`src/hw/irc_defs.vh`:
```
// Purpose: shared constants of the infrared carrier generator
// Assumes: included by its bare name from the design files
// Notes:   register offsets are byte addresses on a 32-bit Avalon-MM slave
`ifndef IRC_DEFS_VH
`define IRC_DEFS_VH

// ----------------------------------------------------------------------
// register map (byte addresses)
// ----------------------------------------------------------------------
`define IRC_ADDR_W          5
`define IRC_OFS_RUN_CTRL    5'h00
`define IRC_OFS_LOW_CMP     5'h04
`define IRC_OFS_HIGH_CMP    5'h08
`define IRC_OFS_CARRIER_CTL 5'h0C
`define IRC_OFS_STATUS      5'h10

// ----------------------------------------------------------------------
// field positions
// ----------------------------------------------------------------------
`define IRC_BIT_RUN         0
`define IRC_BIT_ENV_RUN     1
`define IRC_BIT_NEXT_ENV    0
`define IRC_BIT_ACTIVE_ENV  1
`define IRC_BIT_REMOTE_EN   2
`define IRC_BIT_CARRIER     8
`define IRC_BIT_PHASE       9
`define IRC_BIT_PENDING     10
`define IRC_CMP_MSB         7

// ----------------------------------------------------------------------
// reset values and counts
// ----------------------------------------------------------------------
`define IRC_CMP_RST         8'hFF
`define IRC_CNT_ZERO        8'h00
`define IRC_CNT_ONE         8'h01
`define IRC_AGE_ZERO        2'h0
`define IRC_AGE_ONE         2'h1
`define IRC_AGE_XFER        2'h3
`define IRC_SR_ZERO         2'h0
`define IRC_DATA_ZERO       32'h00000000

`endif

```
`src/hw/irc_carrier_gen.v`:
```
// Purpose: infrared carrier generator with envelope gating, Avalon-MM slave
// Assumes: count_tick_i is a one-cycle pulse per count clock, same domain
// Notes:   see the notes on behaviour below
//
// Notes on behaviour
// - enable starts count at zero, carrier default
// - low match: pulse, clear, invert, go high
// - high match: pulse, clear, invert, go low
// - period N+M+2, high time M+1
// - envelope event resynchronised to count clock
// - event copies next envelope into active
// - with remote enable, active high passes carrier, else low
// - output starts at carrier rising edge
// - falling envelope keeps full high pulse
// - high compare write latched, three-clock guard
// - after transfer next high compare uses it
// - clearing run stops and halts counting
// - control holds remote enable and next envelope
// - output table of remote enable and envelope
// - transfer on second count clock after event
//
// Chosen here: the Avalon-MM register port and the placing of the registers.
`timescale 1ns/1ps
`include "irc_defs.vh"

module irc_carrier_gen (
    input  wire        clk_sys_i,               // system clock, 250 MHz
    input  wire        srst_i,                  // synchronous reset, active high
    input  wire        count_tick_i,            // count clock pulse
    input  wire        envelope_timer_irq_i,    // envelope event from companion timer
    input  wire [4:0]  avs_address_i,           // byte address
    input  wire        avs_read_i,              // read request
    input  wire        avs_write_i,             // write request
    input  wire [31:0] avs_writedata_i,         // write data
    input  wire [3:0]  avs_byteenable_i,        // byte enables
    output wire [31:0] avs_readdata_o,          // read data
    output wire        avs_waitrequest_o,       // stall, low for one answer cycle
    output wire        carrier_output_pin_o,    // gated carrier pin
    output wire        compare_match_irq_o,     // one-cycle pulse per match
    output wire        synced_envelope_event_o, // one-cycle synced envelope pulse
    output wire        envelope_timer_run_o     // run level to companion timer
);

    // ------------------------------------------------------------------
    // decode helper
    // ------------------------------------------------------------------
    function hit;
        input [`IRC_ADDR_W-1:0] addr;
        input [`IRC_ADDR_W-1:0] ofs;
        begin
            hit = (addr == ofs);
        end
    endfunction

    // ------------------------------------------------------------------
    // state
    // ------------------------------------------------------------------
    reg        run_reg;
    reg        env_run_reg;
    reg        remote_en_reg;
    reg        next_env_reg;
    reg        active_env_reg;
    reg [7:0]  low_cmp_reg;
    reg [7:0]  high_cmp_reg;
    reg [7:0]  high_latch_reg;
    reg        high_pend_reg;
    reg [1:0]  high_age_reg;
    reg [7:0]  cnt_reg;
    reg        phase_reg;
    reg        carrier_reg;
    reg        mask_reg;
    reg        gate_reg;
    reg        out_reg;
    reg        cmi_reg;
    reg        sev_reg;
    reg        env_sync_d_reg;
    reg        env_seen_reg;
    reg [1:0]  xfer_sr_reg;
    reg        wait_reg;
    reg [31:0] rdata_reg;

    wire       env_sync;
    wire       lane0;
    wire       wr_acc;
    wire       rd_start;
    wire       env_rise;
    wire       env_event;
    wire [7:0] cmp_sel;
    wire       match;
    wire       counting;

    reg        carrier_next;
    reg        gate_next;
    reg [31:0] rdata_next;

    // ------------------------------------------------------------------
    // envelope event synchroniser
    // ------------------------------------------------------------------
    irc_sync u_env_sync (
        .clk_sys_i (clk_sys_i),
        .srst_i    (srst_i),
        .async_i   (envelope_timer_irq_i),
        .sync_o    (env_sync)
    );

    // short pulses between ticks are held until the next count clock
    assign env_rise  = env_sync & ~env_sync_d_reg;
    assign env_event = count_tick_i & (env_seen_reg | env_rise);

    // ------------------------------------------------------------------
    // bus handshake: one stall cycle, answer on the second edge
    // ------------------------------------------------------------------
    assign lane0    = avs_byteenable_i[0];
    assign wr_acc   = avs_write_i & ~wait_reg & lane0;
    assign rd_start = avs_read_i & wait_reg;

    always @(posedge clk_sys_i) begin
        if (srst_i) begin
            wait_reg  <= 1'b1;
            rdata_reg <= `IRC_DATA_ZERO;
        end else begin
            if ((avs_read_i | avs_write_i) & wait_reg) begin
                wait_reg <= 1'b0;
            end else begin
                wait_reg <= 1'b1;
            end
            if (rd_start) begin
                rdata_reg <= rdata_next;
            end
        end
    end

    always @* begin
        rdata_next = `IRC_DATA_ZERO;
        if (hit(avs_address_i, `IRC_OFS_RUN_CTRL)) begin
            rdata_next[`IRC_BIT_RUN]     = run_reg;
            rdata_next[`IRC_BIT_ENV_RUN] = env_run_reg;
        end else if (hit(avs_address_i, `IRC_OFS_LOW_CMP)) begin
            rdata_next[`IRC_CMP_MSB:0] = low_cmp_reg;
        end else if (hit(avs_address_i, `IRC_OFS_HIGH_CMP)) begin
            rdata_next[`IRC_CMP_MSB:0] = high_latch_reg;
        end else if (hit(avs_address_i, `IRC_OFS_CARRIER_CTL)) begin
            rdata_next[`IRC_BIT_NEXT_ENV]   = next_env_reg;
            rdata_next[`IRC_BIT_ACTIVE_ENV] = active_env_reg;
            rdata_next[`IRC_BIT_REMOTE_EN]  = remote_en_reg;
        end else if (hit(avs_address_i, `IRC_OFS_STATUS)) begin
            rdata_next[`IRC_CMP_MSB:0]    = cnt_reg;
            rdata_next[`IRC_BIT_CARRIER] = carrier_reg;
            rdata_next[`IRC_BIT_PHASE]   = phase_reg;
            rdata_next[`IRC_BIT_PENDING] = high_pend_reg;
        end
    end

    // ------------------------------------------------------------------
    // software registers
    // ------------------------------------------------------------------
    // low compare is taken as written; rewriting it while running is
    // left to software discipline, as is keeping both above zero
    always @(posedge clk_sys_i) begin
        if (srst_i) begin
            run_reg       <= 1'b0;
            env_run_reg   <= 1'b0;
            remote_en_reg <= 1'b0;
            next_env_reg  <= 1'b0;
            low_cmp_reg   <= `IRC_CMP_RST;
        end else if (wr_acc) begin
            if (hit(avs_address_i, `IRC_OFS_RUN_CTRL)) begin
                run_reg     <= avs_writedata_i[`IRC_BIT_RUN];
                env_run_reg <= avs_writedata_i[`IRC_BIT_ENV_RUN];
            end
            if (hit(avs_address_i, `IRC_OFS_LOW_CMP)) begin
                low_cmp_reg <= avs_writedata_i[`IRC_CMP_MSB:0];
            end
            if (hit(avs_address_i, `IRC_OFS_CARRIER_CTL)) begin
                next_env_reg  <= avs_writedata_i[`IRC_BIT_NEXT_ENV];
                remote_en_reg <= avs_writedata_i[`IRC_BIT_REMOTE_EN];
            end
        end
    end

    // ------------------------------------------------------------------
    // high-width compare with latched update
    // ------------------------------------------------------------------
    assign cmp_sel  = phase_reg ? high_cmp_reg : low_cmp_reg;
    assign counting = run_reg & count_tick_i & ~mask_reg;
    assign match    = counting & (cnt_reg == cmp_sel);

    always @(posedge clk_sys_i) begin
        if (srst_i) begin
            high_cmp_reg   <= `IRC_CMP_RST;
            high_latch_reg <= `IRC_CMP_RST;
            high_pend_reg  <= 1'b0;
            high_age_reg   <= `IRC_AGE_ZERO;
        end else if (wr_acc & hit(avs_address_i, `IRC_OFS_HIGH_CMP)) begin
            high_latch_reg <= avs_writedata_i[`IRC_CMP_MSB:0];
            if (run_reg) begin
                high_pend_reg <= 1'b1;
                high_age_reg  <= `IRC_AGE_ZERO;
            end else begin
                high_cmp_reg  <= avs_writedata_i[`IRC_CMP_MSB:0];
                high_pend_reg <= 1'b0;
            end
        end else begin
            if (match & phase_reg & high_pend_reg &
                (high_age_reg == `IRC_AGE_XFER)) begin
                high_cmp_reg  <= high_latch_reg;
                high_pend_reg <= 1'b0;
            end else if (high_pend_reg & count_tick_i &
                         (high_age_reg != `IRC_AGE_XFER)) begin
                high_age_reg <= high_age_reg + `IRC_AGE_ONE;
            end
        end
    end

    // ------------------------------------------------------------------
    // carrier counter
    // ------------------------------------------------------------------
    // each phase lasts compare+1 count clocks, so the period is N+M+2
    always @* begin
        carrier_next = carrier_reg;
        if (~run_reg) begin
            carrier_next = 1'b0;
        end else if (match) begin
            carrier_next = ~carrier_reg;
        end
    end

    always @(posedge clk_sys_i) begin
        if (srst_i) begin
            cnt_reg     <= `IRC_CNT_ZERO;
            phase_reg   <= 1'b0;
            carrier_reg <= 1'b0;
            mask_reg    <= 1'b1;
            cmi_reg     <= 1'b0;
        end else begin
            carrier_reg <= carrier_next;
            cmi_reg     <= match;
            if (~run_reg) begin
                cnt_reg   <= `IRC_CNT_ZERO;
                phase_reg <= 1'b0;
                mask_reg  <= 1'b1;
            end else if (count_tick_i & mask_reg) begin
                mask_reg <= 1'b0;
            end else if (match) begin
                cnt_reg   <= `IRC_CNT_ZERO;
                phase_reg <= ~phase_reg;
            end else if (counting) begin
                cnt_reg <= cnt_reg + `IRC_CNT_ONE;
            end
        end
    end

    // ------------------------------------------------------------------
    // envelope transfer
    // ------------------------------------------------------------------
    always @(posedge clk_sys_i) begin
        if (srst_i) begin
            env_sync_d_reg <= 1'b0;
            env_seen_reg   <= 1'b0;
            xfer_sr_reg    <= `IRC_SR_ZERO;
            active_env_reg <= 1'b0;
            sev_reg        <= 1'b0;
        end else begin
            env_sync_d_reg <= env_sync;
            sev_reg        <= env_event;
            if (count_tick_i) begin
                env_seen_reg <= 1'b0;
                xfer_sr_reg  <= {xfer_sr_reg[0], env_event};
                if (xfer_sr_reg[1]) begin
                    active_env_reg <= next_env_reg;
                end
            end else if (env_rise) begin
                env_seen_reg <= 1'b1;
            end
        end
    end

    // ------------------------------------------------------------------
    // output gating
    // ------------------------------------------------------------------
    // gate opens only on a carrier rise and closes only while the
    // carrier is low, so no high pulse is ever cut short
    always @* begin
        if (active_env_reg) begin
            gate_next = gate_reg | (carrier_next & ~carrier_reg);
        end else begin
            gate_next = gate_reg & carrier_next;
        end
    end

    always @(posedge clk_sys_i) begin
        if (srst_i) begin
            gate_reg <= 1'b0;
            out_reg  <= 1'b0;
        end else begin
            gate_reg <= gate_next;
            if (remote_en_reg) begin
                out_reg <= gate_next & carrier_next;
            end else begin
                out_reg <= next_env_reg;
            end
        end
    end

    // ------------------------------------------------------------------
    // outputs
    // ------------------------------------------------------------------
    assign avs_readdata_o          = rdata_reg;
    assign avs_waitrequest_o       = wait_reg;
    assign carrier_output_pin_o    = out_reg;
    assign compare_match_irq_o     = cmi_reg;
    assign synced_envelope_event_o = sev_reg;
    assign envelope_timer_run_o    = env_run_reg;

endmodule

```
`src/hw/irc_sync.v`:
```
// Purpose: two-stage synchroniser for the envelope event level
// Assumes: async_i may come from another clock domain
// Notes:   stage one feeds stage two only
`timescale 1ns/1ps

module irc_sync (
    input  wire clk_sys_i,   // system clock
    input  wire srst_i,      // synchronous reset, active high
    input  wire async_i,     // level from outside the domain
    output wire sync_o       // synchronised level
);

    reg meta_reg;
    reg sync_reg;

    always @(posedge clk_sys_i) begin
        if (srst_i) begin
            meta_reg <= 1'b0;
            sync_reg <= 1'b0;
        end else begin
            meta_reg <= async_i;
            sync_reg <= meta_reg;
        end
    end

    assign sync_o = sync_reg;

endmodule

```
`config.mk`:
```
export PLATFORM = sky130hd
export DESIGN_NAME = irc_carrier_gen
export DESIGN_NICKNAME = d
export VERILOG_FILES = /design/src/hw/irc_carrier_gen.v /design/src/hw/irc_sync.v
export VERILOG_INCLUDE_DIRS = /design/src /design/src/hw
export SDC_FILE = /design/constraint.sdc
export NUM_CORES = 1
export LEC_CHECK = 0
export BUFFER_PORTS_ARGS = -buffer_cell sky130_fd_sc_hd__buf_4
export CORE_UTILIZATION = 40
export DETAILED_ROUTE_END_ITERATION = 10
export PLACE_DENSITY = 0.67
export SKIP_LAST_GASP = 1
export SLEW_MARGIN = 10
export SYNTH_ARGS = -nofsm -noshare
export SYNTH_HDL_FRONTEND = slang
export SYNTH_SLANG_ARGS = --single-unit
```
`constraint.sdc`:
```
create_clock -name clk_sys_i -period 3.4 [get_ports clk_sys_i]
set_input_delay 0.51 -clock clk_sys_i [delete_from_list [all_inputs] [get_ports clk_sys_i]]
set_output_delay 0.51 -clock clk_sys_i [all_outputs]
set_load 0.01 [all_outputs]
```
==> impl_metrics.prom, run 1 <==
# TYPE chip_impl_metric gauge
chip_impl_info{name="status",value="finished clean"} 1
chip_impl_info{name="post-synth-top-area-cell",value="sky130_fd_sc_hd__dfxtp_1"} 1
chip_impl_info{name="unrepaired_setup_endpoints_after_global_routing",value="false"} 1
chip_impl_metric{name="power_density",unit="nW/um2"} 443.7
chip_impl_metric{name="die_h",unit="um"} 88.79
chip_impl_metric{name="tightest_slew",unit="ps"} 661.6
chip_impl_info{name="cpMaxStageDelayCell",value="sky130_fd_sc_hd__dfxtp_1"} 1
chip_impl_metric{name="hpwlAfterDp",unit="um"} 4809
chip_impl_metric{name="post-cts-setup-buffer-count",unit=""} 0
chip_impl_metric{name="final_util",unit="%"} 47.66
chip_impl_metric{name="final_clock_skew",unit="ps"} 8.657
chip_impl_metric{name="arrival",unit="ps"} 2830
chip_impl_metric{name="vdd_ir_drop_max",unit="mV"} 0.1894
chip_impl_metric{name="cp_num_buf_inv",unit=""} 0
chip_impl_metric{name="flip_flop_and_latch_count_after_synthesis",unit=""} 65
chip_impl_metric{name="route.detailed.wl_per_inst",unit="um"} 14.20
chip_impl_metric{name="min_period_over_period",unit="%"} 76.25
chip_impl_metric{name="max_cap_violations",unit=""} 0
chip_impl_metric{name="synth_edf_count",unit=""} 0
chip_impl_metric{name="initial_antenna_violation_count",unit=""} 0
chip_impl_metric{name="synthToLayoutAreaGrowth",unit="%"} 14.74
chip_impl_metric{name="netlist_area",unit="um2"} 3013
chip_impl_metric{name="async_reset_ff_share",unit="%"} 0
chip_impl_metric{name="postSynthAreaPerCell",unit="um2"} 8.940
chip_impl_metric{name="finalPower",unit="mW"} 1.534
chip_impl_metric{name="core-area",unit="um2"} 7253
chip_impl_info{name="timing_worst_setup_path_type",value="flop to flop"} 1
chip_impl_metric{name="cts_max_level",unit=""} 3
chip_impl_metric{name="via_per_inst",unit=""} 5.076
chip_impl_metric{name="final_nets",unit=""} 418
chip_impl_info{name="holdCritPathClass",value="primary input to flop"} 1
chip_impl_metric{name="fill_cells",unit=""} 716
chip_impl_metric{name="footprint_of_the_multi_input_gates",unit="um2"} 1543
chip_impl_metric{name="chipWidth",unit="um"} 88.79
chip_impl_metric{name="total_iterations_of_the_first_detailed_routing_run",unit=""} 7
chip_impl_info{name="post_synth_main_area_contributors",value="sky130_fd_sc_hd__dfxtp_1, sky130_fd_sc_hd__nand2_1, sky130_fd_sc_hd__buf_4"} 1
chip_impl_metric{name="crit_path_required_time",unit="ps"} 3640
chip_impl_metric{name="detail-route-antenna-nets",unit=""} 0
chip_impl_metric{name="place.port_buffers",unit=""} 35
chip_impl_metric{name="number_of_global_route_vias_before_repair",unit=""} 2131
chip_impl_metric{name="seq_area_frac_synth",unit="%"} 43.19
chip_impl_metric{name="clk-insertion-delay-late",unit="ps"} 360
chip_impl_metric{name="drive_above_1_share",unit="%"} 19.52
chip_impl_metric{name="global_route_wire_length_before_repair",unit="um"} 10740
chip_impl_metric{name="max-clock-path-buffers",unit=""} 2
chip_impl_metric{name="largest_register_ff_count",unit=""} 11
chip_impl_metric{name="grt_resource_usage_total",unit="%"} 18.35
chip_impl_metric{name="hold_violations",unit=""} 0
chip_impl_metric{name="placementRows",unit=""} 31
chip_impl_info{name="critPathCaptureType",value="flop"} 1
chip_impl_info{name="timing.critical_path.from_type",value="flop"} 1
chip_impl_metric{name="route.vias.total",unit=""} 2401
chip_impl_info{name="clk_root_buffer_cell",value="sky130_fd_sc_hd__clkbuf_8"} 1
chip_impl_metric{name="yosys_warnings",unit=""} 0
chip_impl_metric{name="placed_inst_area",unit="um2"} 3261
chip_impl_metric{name="totalNegativeSetupSlack",unit="ps"} 0
chip_impl_metric{name="clkTransAtPathRegs",unit="ps"} 70
chip_impl_metric{name="leakagePower",unit="nW"} 1.399
chip_impl_metric{name="final-max-slew-violation-count",unit=""} 0
chip_impl_metric{name="overflow",unit=""} 0
chip_impl_info{name="synth_top_flop_cell",value="sky130_fd_sc_hd__dfxtp_1"} 1
chip_impl_metric{name="pin_count",unit=""} 84
chip_impl_metric{name="synth_cell_types",unit=""} 43
chip_impl_metric{name="cts_hold_buf",unit=""} 0
chip_impl_metric{name="gp_congestion",unit=""} 0.8898
chip_impl_metric{name="cts_inserted_buffers",unit=""} 9
chip_impl_metric{name="diodes",unit=""} 0
chip_impl_info{name="clock_tree_from_tritoncts",value="yes"} 1
chip_impl_metric{name="dieArea",unit="um2"} 7884
chip_impl_metric{name="layout.area.seq",unit="um2"} 1301
chip_impl_info{name="crit_family",value="multiplexers"} 1
chip_impl_metric{name="maxSlewHeadroom",unit="%"} 55.89
chip_impl_metric{name="cp_max_fo",unit=""} 9
chip_impl_metric{name="grt_start_max_net_pins",unit=""} 39
chip_impl_metric{name="yosysTopAreaCellShare",unit="%"} 43.19
chip_impl_metric{name="drc",unit=""} 0
chip_impl_metric{name="ctsResizeCount",unit=""} 0
chip_impl_info{name="crit_chain",value="mux2i_1 > xor2_1 > nor4b_1 > nand4_1 > o22ai_4 > mux2_2"} 1
chip_impl_metric{name="design_area",unit="um2"} 3457
chip_impl_metric{name="drt_iter0_markers",unit=""} 116
chip_impl_metric{name="cp_slowest_stage_delay",unit="ps"} 620
chip_impl_metric{name="initial_core_util",unit="%"} 41.54
chip_impl_metric{name="max_freq",unit="MHz"} 385.7
chip_impl_metric{name="timing.final.setup_violations",unit=""} 0
chip_impl_metric{name="cts_num_sinks",unit=""} 65
chip_impl_metric{name="min_period",unit="ps"} 2593
chip_impl_metric{name="synth_cells",unit=""} 337
chip_impl_metric{name="route.final.wire_length",unit="um"} 6717
metrics by stage:
step                      setup slack [ps]  hold slack (ps)  cells
after floorplan                       1134            413.8    357
after global placement               870.9            425.0    457
after detailed placement             843.3            436.1    457
after CTS                            830.1            355.1    473
after global routing                 579.4            374.9    473
final                                807.3            361.2    473
layer usage:
layer	GRT usage [%]	part of all wire [%]	up-vias
li1	-	-	1194
met1	25.37	46	1115
met3	3.825	5.7	14
met5	0	0	-
met4	9.091	2.3	0
met2	27.06	46	78
layout by cell type (no fill, tap or decap), types with 5 or more instances in the layout:
cell type                   n
sky130_fd_sc_hd__buf_4     37
sky130_fd_sc_hd__xor2_1    11
sky130_fd_sc_hd__mux2_2     8
sky130_fd_sc_hd__nand3_1   29
sky130_fd_sc_hd__nor2b_1    5
sky130_fd_sc_hd__mux2i_1   15
sky130_fd_sc_hd__nand2_1   49
sky130_fd_sc_hd__nor2_1    34
sky130_fd_sc_hd__dfxtp_1   65
sky130_fd_sc_hd__nand4_1    8
sky130_fd_sc_hd__xnor2_1    5
sky130_fd_sc_hd__or2_2      9
sky130_fd_sc_hd__a222oi_1   5
sky130_fd_sc_hd__conb_1    21
sky130_fd_sc_hd__clkbuf_8  10
sky130_fd_sc_hd__nor3_1     5
sky130_fd_sc_hd__a21oi_1    8
sky130_fd_sc_hd__a211oi_1   6
cell usage after synthesis (8+ instances only):
| cell | n |
|---|---|
| sky130_fd_sc_hd__mux2i_1 | 15 |
| sky130_fd_sc_hd__nand2_1 | 49 |
| sky130_fd_sc_hd__or2_2 | 9 |
| sky130_fd_sc_hd__nor2_1 | 34 |
| sky130_fd_sc_hd__buf_4 | 21 |
| sky130_fd_sc_hd__a21oi_1 | 8 |
| sky130_fd_sc_hd__mux2_2 | 8 |
| sky130_fd_sc_hd__clkbuf_1 | 12 |
| sky130_fd_sc_hd__nand3_1 | 29 |
| sky130_fd_sc_hd__dfxtp_1 | 65 |
| sky130_fd_sc_hd__nand4_1 | 8 |
| sky130_fd_sc_hd__xor2_1 | 11 |
power breakdown:
part / leakage [nW] / internal (mW) / switching (mW)
combinational: 0.776 / 0.0406 / 0.0589
clock: 0.0953 / 0.356 / 0.301
sequential: 0.527 / 0.772 / 0.00559
total: 1.40 / 1.17 / 0.366
worst reg2reg max path: stages, from the launching register on:
cell                      delay (ps)
sky130_fd_sc_hd__dfxtp_1         620
sky130_fd_sc_hd__mux2i_1         290
sky130_fd_sc_hd__xor2_1          220
sky130_fd_sc_hd__nor4b_1         380
sky130_fd_sc_hd__nand4_1         210
sky130_fd_sc_hd__o22ai_4         370
sky130_fd_sc_hd__mux2_2          390
path summary, 6_finish.rpt:
kind	from	endpoint	slack [ps]	cells after the start
worst min-delay path	envelope_timer_irq_i	u_env_sync.meta_reg$_SDFF_PP0_	360	2
worst max-delay path	phase_reg$_SDFFE_PP0P_	high_cmp_reg[4]$_SDFFE_PP1P_	810	6
worst max register to register	phase_reg$_SDFFE_PP0P_	high_cmp_reg[4]$_SDFFE_PP1P_	810	6
worst min register to register	u_env_sync.meta_reg$_SDFF_PP0_	u_env_sync.sync_o$_SDFF_PP0_	450	1
final cells by class:
type	count	share of cell area, %
Clock buffer	11	4.090
Timing Repair Buffer	37	8.035
Multi-Input combinational cell	252	44.63
Sequential cell	65	37.64
Tap cell	99	3.583
Clock inverter	5	1.592
Inverter	4	0.4343
cells by family (layout without fill, tap and decap cells):
family	count (synthesis)	after routing	share of synthesized area [%]
multiplexers	25	25	9.718
AND/OR/NAND/NOR	158	158	25.87
AO/OA/AOI/OAI	30	30	7.517
flip-flops	65	65	43.19
buffers and inverters	40	57	8.098
other	1	21	0.1245
adder cells (fa/ha/maj)	2	2	0.8304
XOR/XNOR	16	16	4.651
Power figures use the tool's default switching activity.
==> run 2, diff against run 1 <==
--- a/config.mk
+++ b/config.mk
@@ -6,10 +6,11 @@
 export SDC_FILE = /design/constraint.sdc
 export NUM_CORES = 1
 export LEC_CHECK = 0
+export ABC_AREA = 1
 export BUFFER_PORTS_ARGS = -buffer_cell sky130_fd_sc_hd__buf_4
 export CORE_UTILIZATION = 40
 export DETAILED_ROUTE_END_ITERATION = 10
-export PLACE_DENSITY = 0.67
+export PLACE_DENSITY = 0.69
 export SKIP_LAST_GASP = 1
 export SLEW_MARGIN = 10
 export SYNTH_ARGS = -nofsm -noshare
==> constraint.sdc (replaced) <==
create_clock -name clk_sys_i -period 2.2 [get_ports clk_sys_i]
set_input_delay 0.33 -clock clk_sys_i [delete_from_list [all_inputs] [get_ports clk_sys_i]]
set_output_delay 0.33 -clock clk_sys_i [all_outputs]
set_load 0.01 [all_outputs]
==> run 2 against run 1 <==
Effect of this change:
- sequential share of layout area shrank 1.8 points
- flip-flop and latch count stayed put
- setup slack lost 500 ps
- die area grew 4.4%
- critical path depth is 7 higher
- register-to-register slack lost 500 ps
- largest power group unchanged
- combinational power up 41%
- hold slack worse by 160 ps
- routed wire length grew 8.9%
- final area up 5.1%
- clock-buffer cell count shrank 2
- critical endpoint is now high_cmp_reg[0]$_SDFFE_PP1P_
==> impl_metrics.prom, run 2 <==
# TYPE chip_impl_metric gauge
chip_impl_info{name="status",value="finished clean"} 1
chip_impl_info{name="timing.critical_path.mode_cell",value="sky130_fd_sc_hd__nand2_1"} 1
chip_impl_metric{name="synthToLayoutAreaGrowth",unit="%"} 15.38
chip_impl_metric{name="arrival",unit="ps"} 2090
chip_impl_metric{name="yosysTopAreaCellShare",unit="%"} 41.32
chip_impl_info{name="crit_family",value="simple AND/OR/NAND/NOR gates"} 1
chip_impl_metric{name="yosys_warnings",unit=""} 0
chip_impl_metric{name="maxSlewHeadroom",unit="%"} 57.63
chip_impl_info{name="post-synth-top-area-cell",value="sky130_fd_sc_hd__dfxtp_1"} 1
chip_impl_metric{name="detail-route-antenna-nets",unit=""} 0
chip_impl_metric{name="drive_above_1_share",unit="%"} 16.77
chip_impl_metric{name="gp_congestion",unit=""} 0.9219
chip_impl_metric{name="cp_num_buf_inv",unit=""} 1
chip_impl_metric{name="overflow",unit=""} 0
chip_impl_metric{name="design_area",unit="um2"} 3633
chip_impl_metric{name="totalNegativeSetupSlack",unit="ps"} 0
chip_impl_metric{name="max_cap_violations",unit=""} 0
chip_impl_metric{name="hold_violations",unit=""} 0
chip_impl_metric{name="cp_slowest_stage_delay",unit="ps"} 450
chip_impl_metric{name="synth_cell_types",unit=""} 34
chip_impl_info{name="critPathCaptureType",value="flop"} 1
chip_impl_metric{name="power.clock.fraction",unit="%"} 42.7
chip_impl_info{name="timing_worst_setup_path_type",value="flop to flop"} 1
chip_impl_metric{name="layout_setup_ws",unit="ps"} 308.9
chip_impl_metric{name="number_of_global_route_vias_before_repair",unit=""} 2684
chip_impl_metric{name="initial_core_util",unit="%"} 42.29
chip_impl_metric{name="tightest_slew",unit="ps"} 634.8
chip_impl_metric{name="final_nets",unit=""} 527
chip_impl_info{name="layout_commonest_cell",value="sky130_fd_sc_hd__nand2_1"} 1
chip_impl_metric{name="sw_frac_of_total",unit="%"} 24.42
chip_impl_metric{name="power.internal",unit="mW"} 1.766
chip_impl_info{name="clock_tree_from_tritoncts",value="yes"} 1
chip_impl_info{name="holdCritPathClass",value="primary input to flop"} 1
chip_impl_metric{name="detailedPlace.worstSlack",unit="ps"} 223.9
chip_impl_metric{name="min_period_over_period",unit="%"} 85.96
chip_impl_metric{name="timing.final.setup_violations",unit=""} 0
chip_impl_metric{name="initial_antenna_violation_count",unit=""} 0
chip_impl_metric{name="drc",unit=""} 0
chip_impl_metric{name="place.port_buffers",unit=""} 35
chip_impl_metric{name="netlist_area",unit="um2"} 3149
chip_impl_metric{name="p_switching",unit="uW"} 570.6
chip_impl_metric{name="min_period",unit="ps"} 1891
chip_impl_metric{name="instances_no_fill",unit=""} 582
chip_impl_info{name="post_synth_main_area_contributors",value="sky130_fd_sc_hd__dfxtp_1, sky130_fd_sc_hd__nand2_1, sky130_fd_sc_hd__nand3_1"} 1
chip_impl_metric{name="async_reset_ff_share",unit="%"} 0
chip_impl_metric{name="placed_cells_incl_taps",unit=""} 566
chip_impl_metric{name="cts_inserted_buffers",unit=""} 9
chip_impl_metric{name="cts_hold_buf",unit=""} 0
chip_impl_info{name="yosys.cell_count.top_type",value="sky130_fd_sc_hd__nand2_1"} 1
chip_impl_metric{name="route.detailed.wl_per_inst",unit="um"} 12.57
chip_impl_info{name="unrepaired_setup_endpoints_after_global_routing",value="false"} 1
chip_impl_metric{name="core-area",unit="um2"} 7447
chip_impl_info{name="crit_chain",value="inv_2 > nand2_1 > nand2_1 > nand2_1 > nand2_1 > nor2_1 > nand3_1 > nor2_2 > nand3_2 > nand2_4 > nand2_4 > nand2_1 > nand3_1"} 1
chip_impl_metric{name="max_freq",unit="MHz"} 528.8
chip_impl_metric{name="pwr-share-seq",unit="%"} 51.3
chip_impl_metric{name="seq_area_frac_synth",unit="%"} 41.32
chip_impl_metric{name="finalPower",unit="mW"} 2.336
chip_impl_metric{name="clkTransAtPathRegs",unit="ps"} 80
chip_impl_metric{name="route.final.wire_length",unit="um"} 7315
chip_impl_metric{name="largest_register_ff_count",unit=""} 11
chip_impl_metric{name="pin_count",unit=""} 84
chip_impl_metric{name="die_h",unit="um"} 90.73
chip_impl_info{name="synth_top_flop_cell",value="sky130_fd_sc_hd__dfxtp_1"} 1
chip_impl_metric{name="vdd_ir_drop_max",unit="mV"} 0.7025
chip_impl_metric{name="grt_resource_usage_total",unit="%"} 18.97
chip_impl_metric{name="chipWidth",unit="um"} 90.73
chip_impl_metric{name="share_comb_of_total_power",unit="%"} 6.0
chip_impl_metric{name="placed_inst_area",unit="um2"} 3437
chip_impl_metric{name="via_per_inst",unit=""} 4.833
chip_impl_metric{name="final.hold.worst_slack",unit="ps"} 197.0
chip_impl_metric{name="hpwlAfterDp",unit="um"} 5584
chip_impl_metric{name="crit_path_required_time",unit="ps"} 2400
chip_impl_metric{name="postSynthAreaPerCell",unit="um2"} 7.240
chip_impl_info{name="cpMaxStageDelayCell",value="sky130_fd_sc_hd__dfxtp_2"} 1
chip_impl_info{name="timing.critical_path.from_type",value="flop"} 1
chip_impl_metric{name="flip_flop_and_latch_count_after_synthesis",unit=""} 65
chip_impl_metric{name="drt_iter0_markers",unit=""} 150
chip_impl_metric{name="final-max-slew-violation-count",unit=""} 0
chip_impl_metric{name="cp_max_fo",unit=""} 10
chip_impl_metric{name="leakagePower",unit="nW"} 1.687
chip_impl_info{name="final_cell_mix",value="sky130_fd_sc_hd__nand2_1, sky130_fd_sc_hd__dfxtp_1, sky130_fd_sc_hd__inv_1"} 1
chip_impl_metric{name="dieArea",unit="um2"} 8232
chip_impl_metric{name="diodes",unit=""} 0
chip_impl_metric{name="power_density",unit="nW/um2"} 643.0
chip_impl_info{name="clk_root_buffer_cell",value="sky130_fd_sc_hd__clkbuf_8"} 1
chip_impl_metric{name="grt_start_max_net_pins",unit=""} 24
chip_impl_metric{name="cts_num_sinks",unit=""} 65
chip_impl_metric{name="fill_cells",unit=""} 757
chip_impl_metric{name="synth_edf_count",unit=""} 0
chip_impl_metric{name="total_iterations_of_the_first_detailed_routing_run",unit=""} 4
chip_impl_metric{name="placementRows",unit=""} 31
chip_impl_metric{name="route.vias.total",unit=""} 2813
chip_impl_metric{name="cts_max_level",unit=""} 3
chip_impl_metric{name="final_util",unit="%"} 48.79
chip_impl_metric{name="max-clock-path-buffers",unit=""} 2
chip_impl_metric{name="synth_cells",unit=""} 435
chip_impl_metric{name="clk-insertion-delay-late",unit="ps"} 340
chip_impl_info{name="synth_common_cells",value="sky130_fd_sc_hd__nand2_1, sky130_fd_sc_hd__dfxtp_1, sky130_fd_sc_hd__inv_1"} 1
chip_impl_metric{name="final_clock_skew",unit="ps"} 10.25
chip_impl_metric{name="global_route_wire_length_before_repair",unit="um"} 12410
[run 2: metal layers]
layer  track usage [%]  part of all wire (%)  vias up
met2             30.18                    45       76
li1                  -                     -     1458
met3             4.377                   5.5       13
met4             8.468                   1.9        0
met5                 0                     0        -
met1             24.31                    47     1266
[run 2: kinds of logic (layout without fill, tap and decap cells)]
group / count (synthesis) / after routing / synth area share [%]
adders and majority gates: 2 / 2 / 0.7945
other: 1 / 21 / 0.1191
AOI/OAI and AO/OA: 72 / 72 / 13.31
xor gates and xnor gates: 4 / 4 / 1.112
buffers and inverters: 81 / 109 / 13.27
and+or+nand+nor: 210 / 210 / 30.08
DFF: 65 / 65 / 41.32
[run 2: final timing paths]
check / from / end / slack (ps) / cells after the start
worst min-delay path: envelope_timer_irq_i / u_env_sync.meta_reg$_SDFF_PP0_ / 200 / 3
worst max-delay path: phase_reg$_SDFFE_PP0P_ / high_cmp_reg[0]$_SDFFE_PP1P_ / 310 / 13
worst min register to register: u_env_sync.meta_reg$_SDFF_PP0_ / u_env_sync.sync_o$_SDFF_PP0_ / 410 / 2
worst max register to register: phase_reg$_SDFFE_PP0P_ / high_cmp_reg[0]$_SDFFE_PP1P_ / 310 / 13
[run 2: timing repair]
action / CTS / global route
endpoints found under the setup margin: 0 / 8
setup buffers: 0 / 0
resized for setup: 0 / 1
endpoints found under the hold margin: 0 / 0
[run 2: layout make-up]
cell class / count / area, um2 / area share [%]
timing repair buffer: 42 / 315.3 / 8.678
sequential: 65 / 1303 / 35.85
clock inverter: 7 / 71.32 / 1.963
tap: 99 / 123.9 / 3.409
clock buffer: 9 / 123.9 / 3.409
multi-input combinational: 309 / 1505 / 41.43
inverter: 51 / 191.4 / 5.269
[run 2: power groups by stage]
stage	combinational, mW	sequential (mW)	clock [mW]
5_1_grt	0.157	1.20	1.07
3_5_place_dp	0.140	1.23	0
6_report	0.140	1.20	0.998
3_3_place_gp	0.138	1.22	0
4_1_cts	0.140	1.20	1.02
2_1_floorplan	0.0986	1.23	0
[run 2: worst register-to-register path: stages (launching register included)]
cell,delay [ps]
sky130_fd_sc_hd__dfxtp_2,450
sky130_fd_sc_hd__inv_2,120
sky130_fd_sc_hd__nand2_1,120
sky130_fd_sc_hd__nand2_1,70
sky130_fd_sc_hd__nand2_1,100
sky130_fd_sc_hd__nand2_1,70
sky130_fd_sc_hd__nor2_1,90
sky130_fd_sc_hd__nand3_1,80
sky130_fd_sc_hd__nor2_2,150
sky130_fd_sc_hd__nand3_2,120
sky130_fd_sc_hd__nand2_4,140
sky130_fd_sc_hd__nand2_4,90
sky130_fd_sc_hd__nand2_1,90
sky130_fd_sc_hd__nand3_1,60
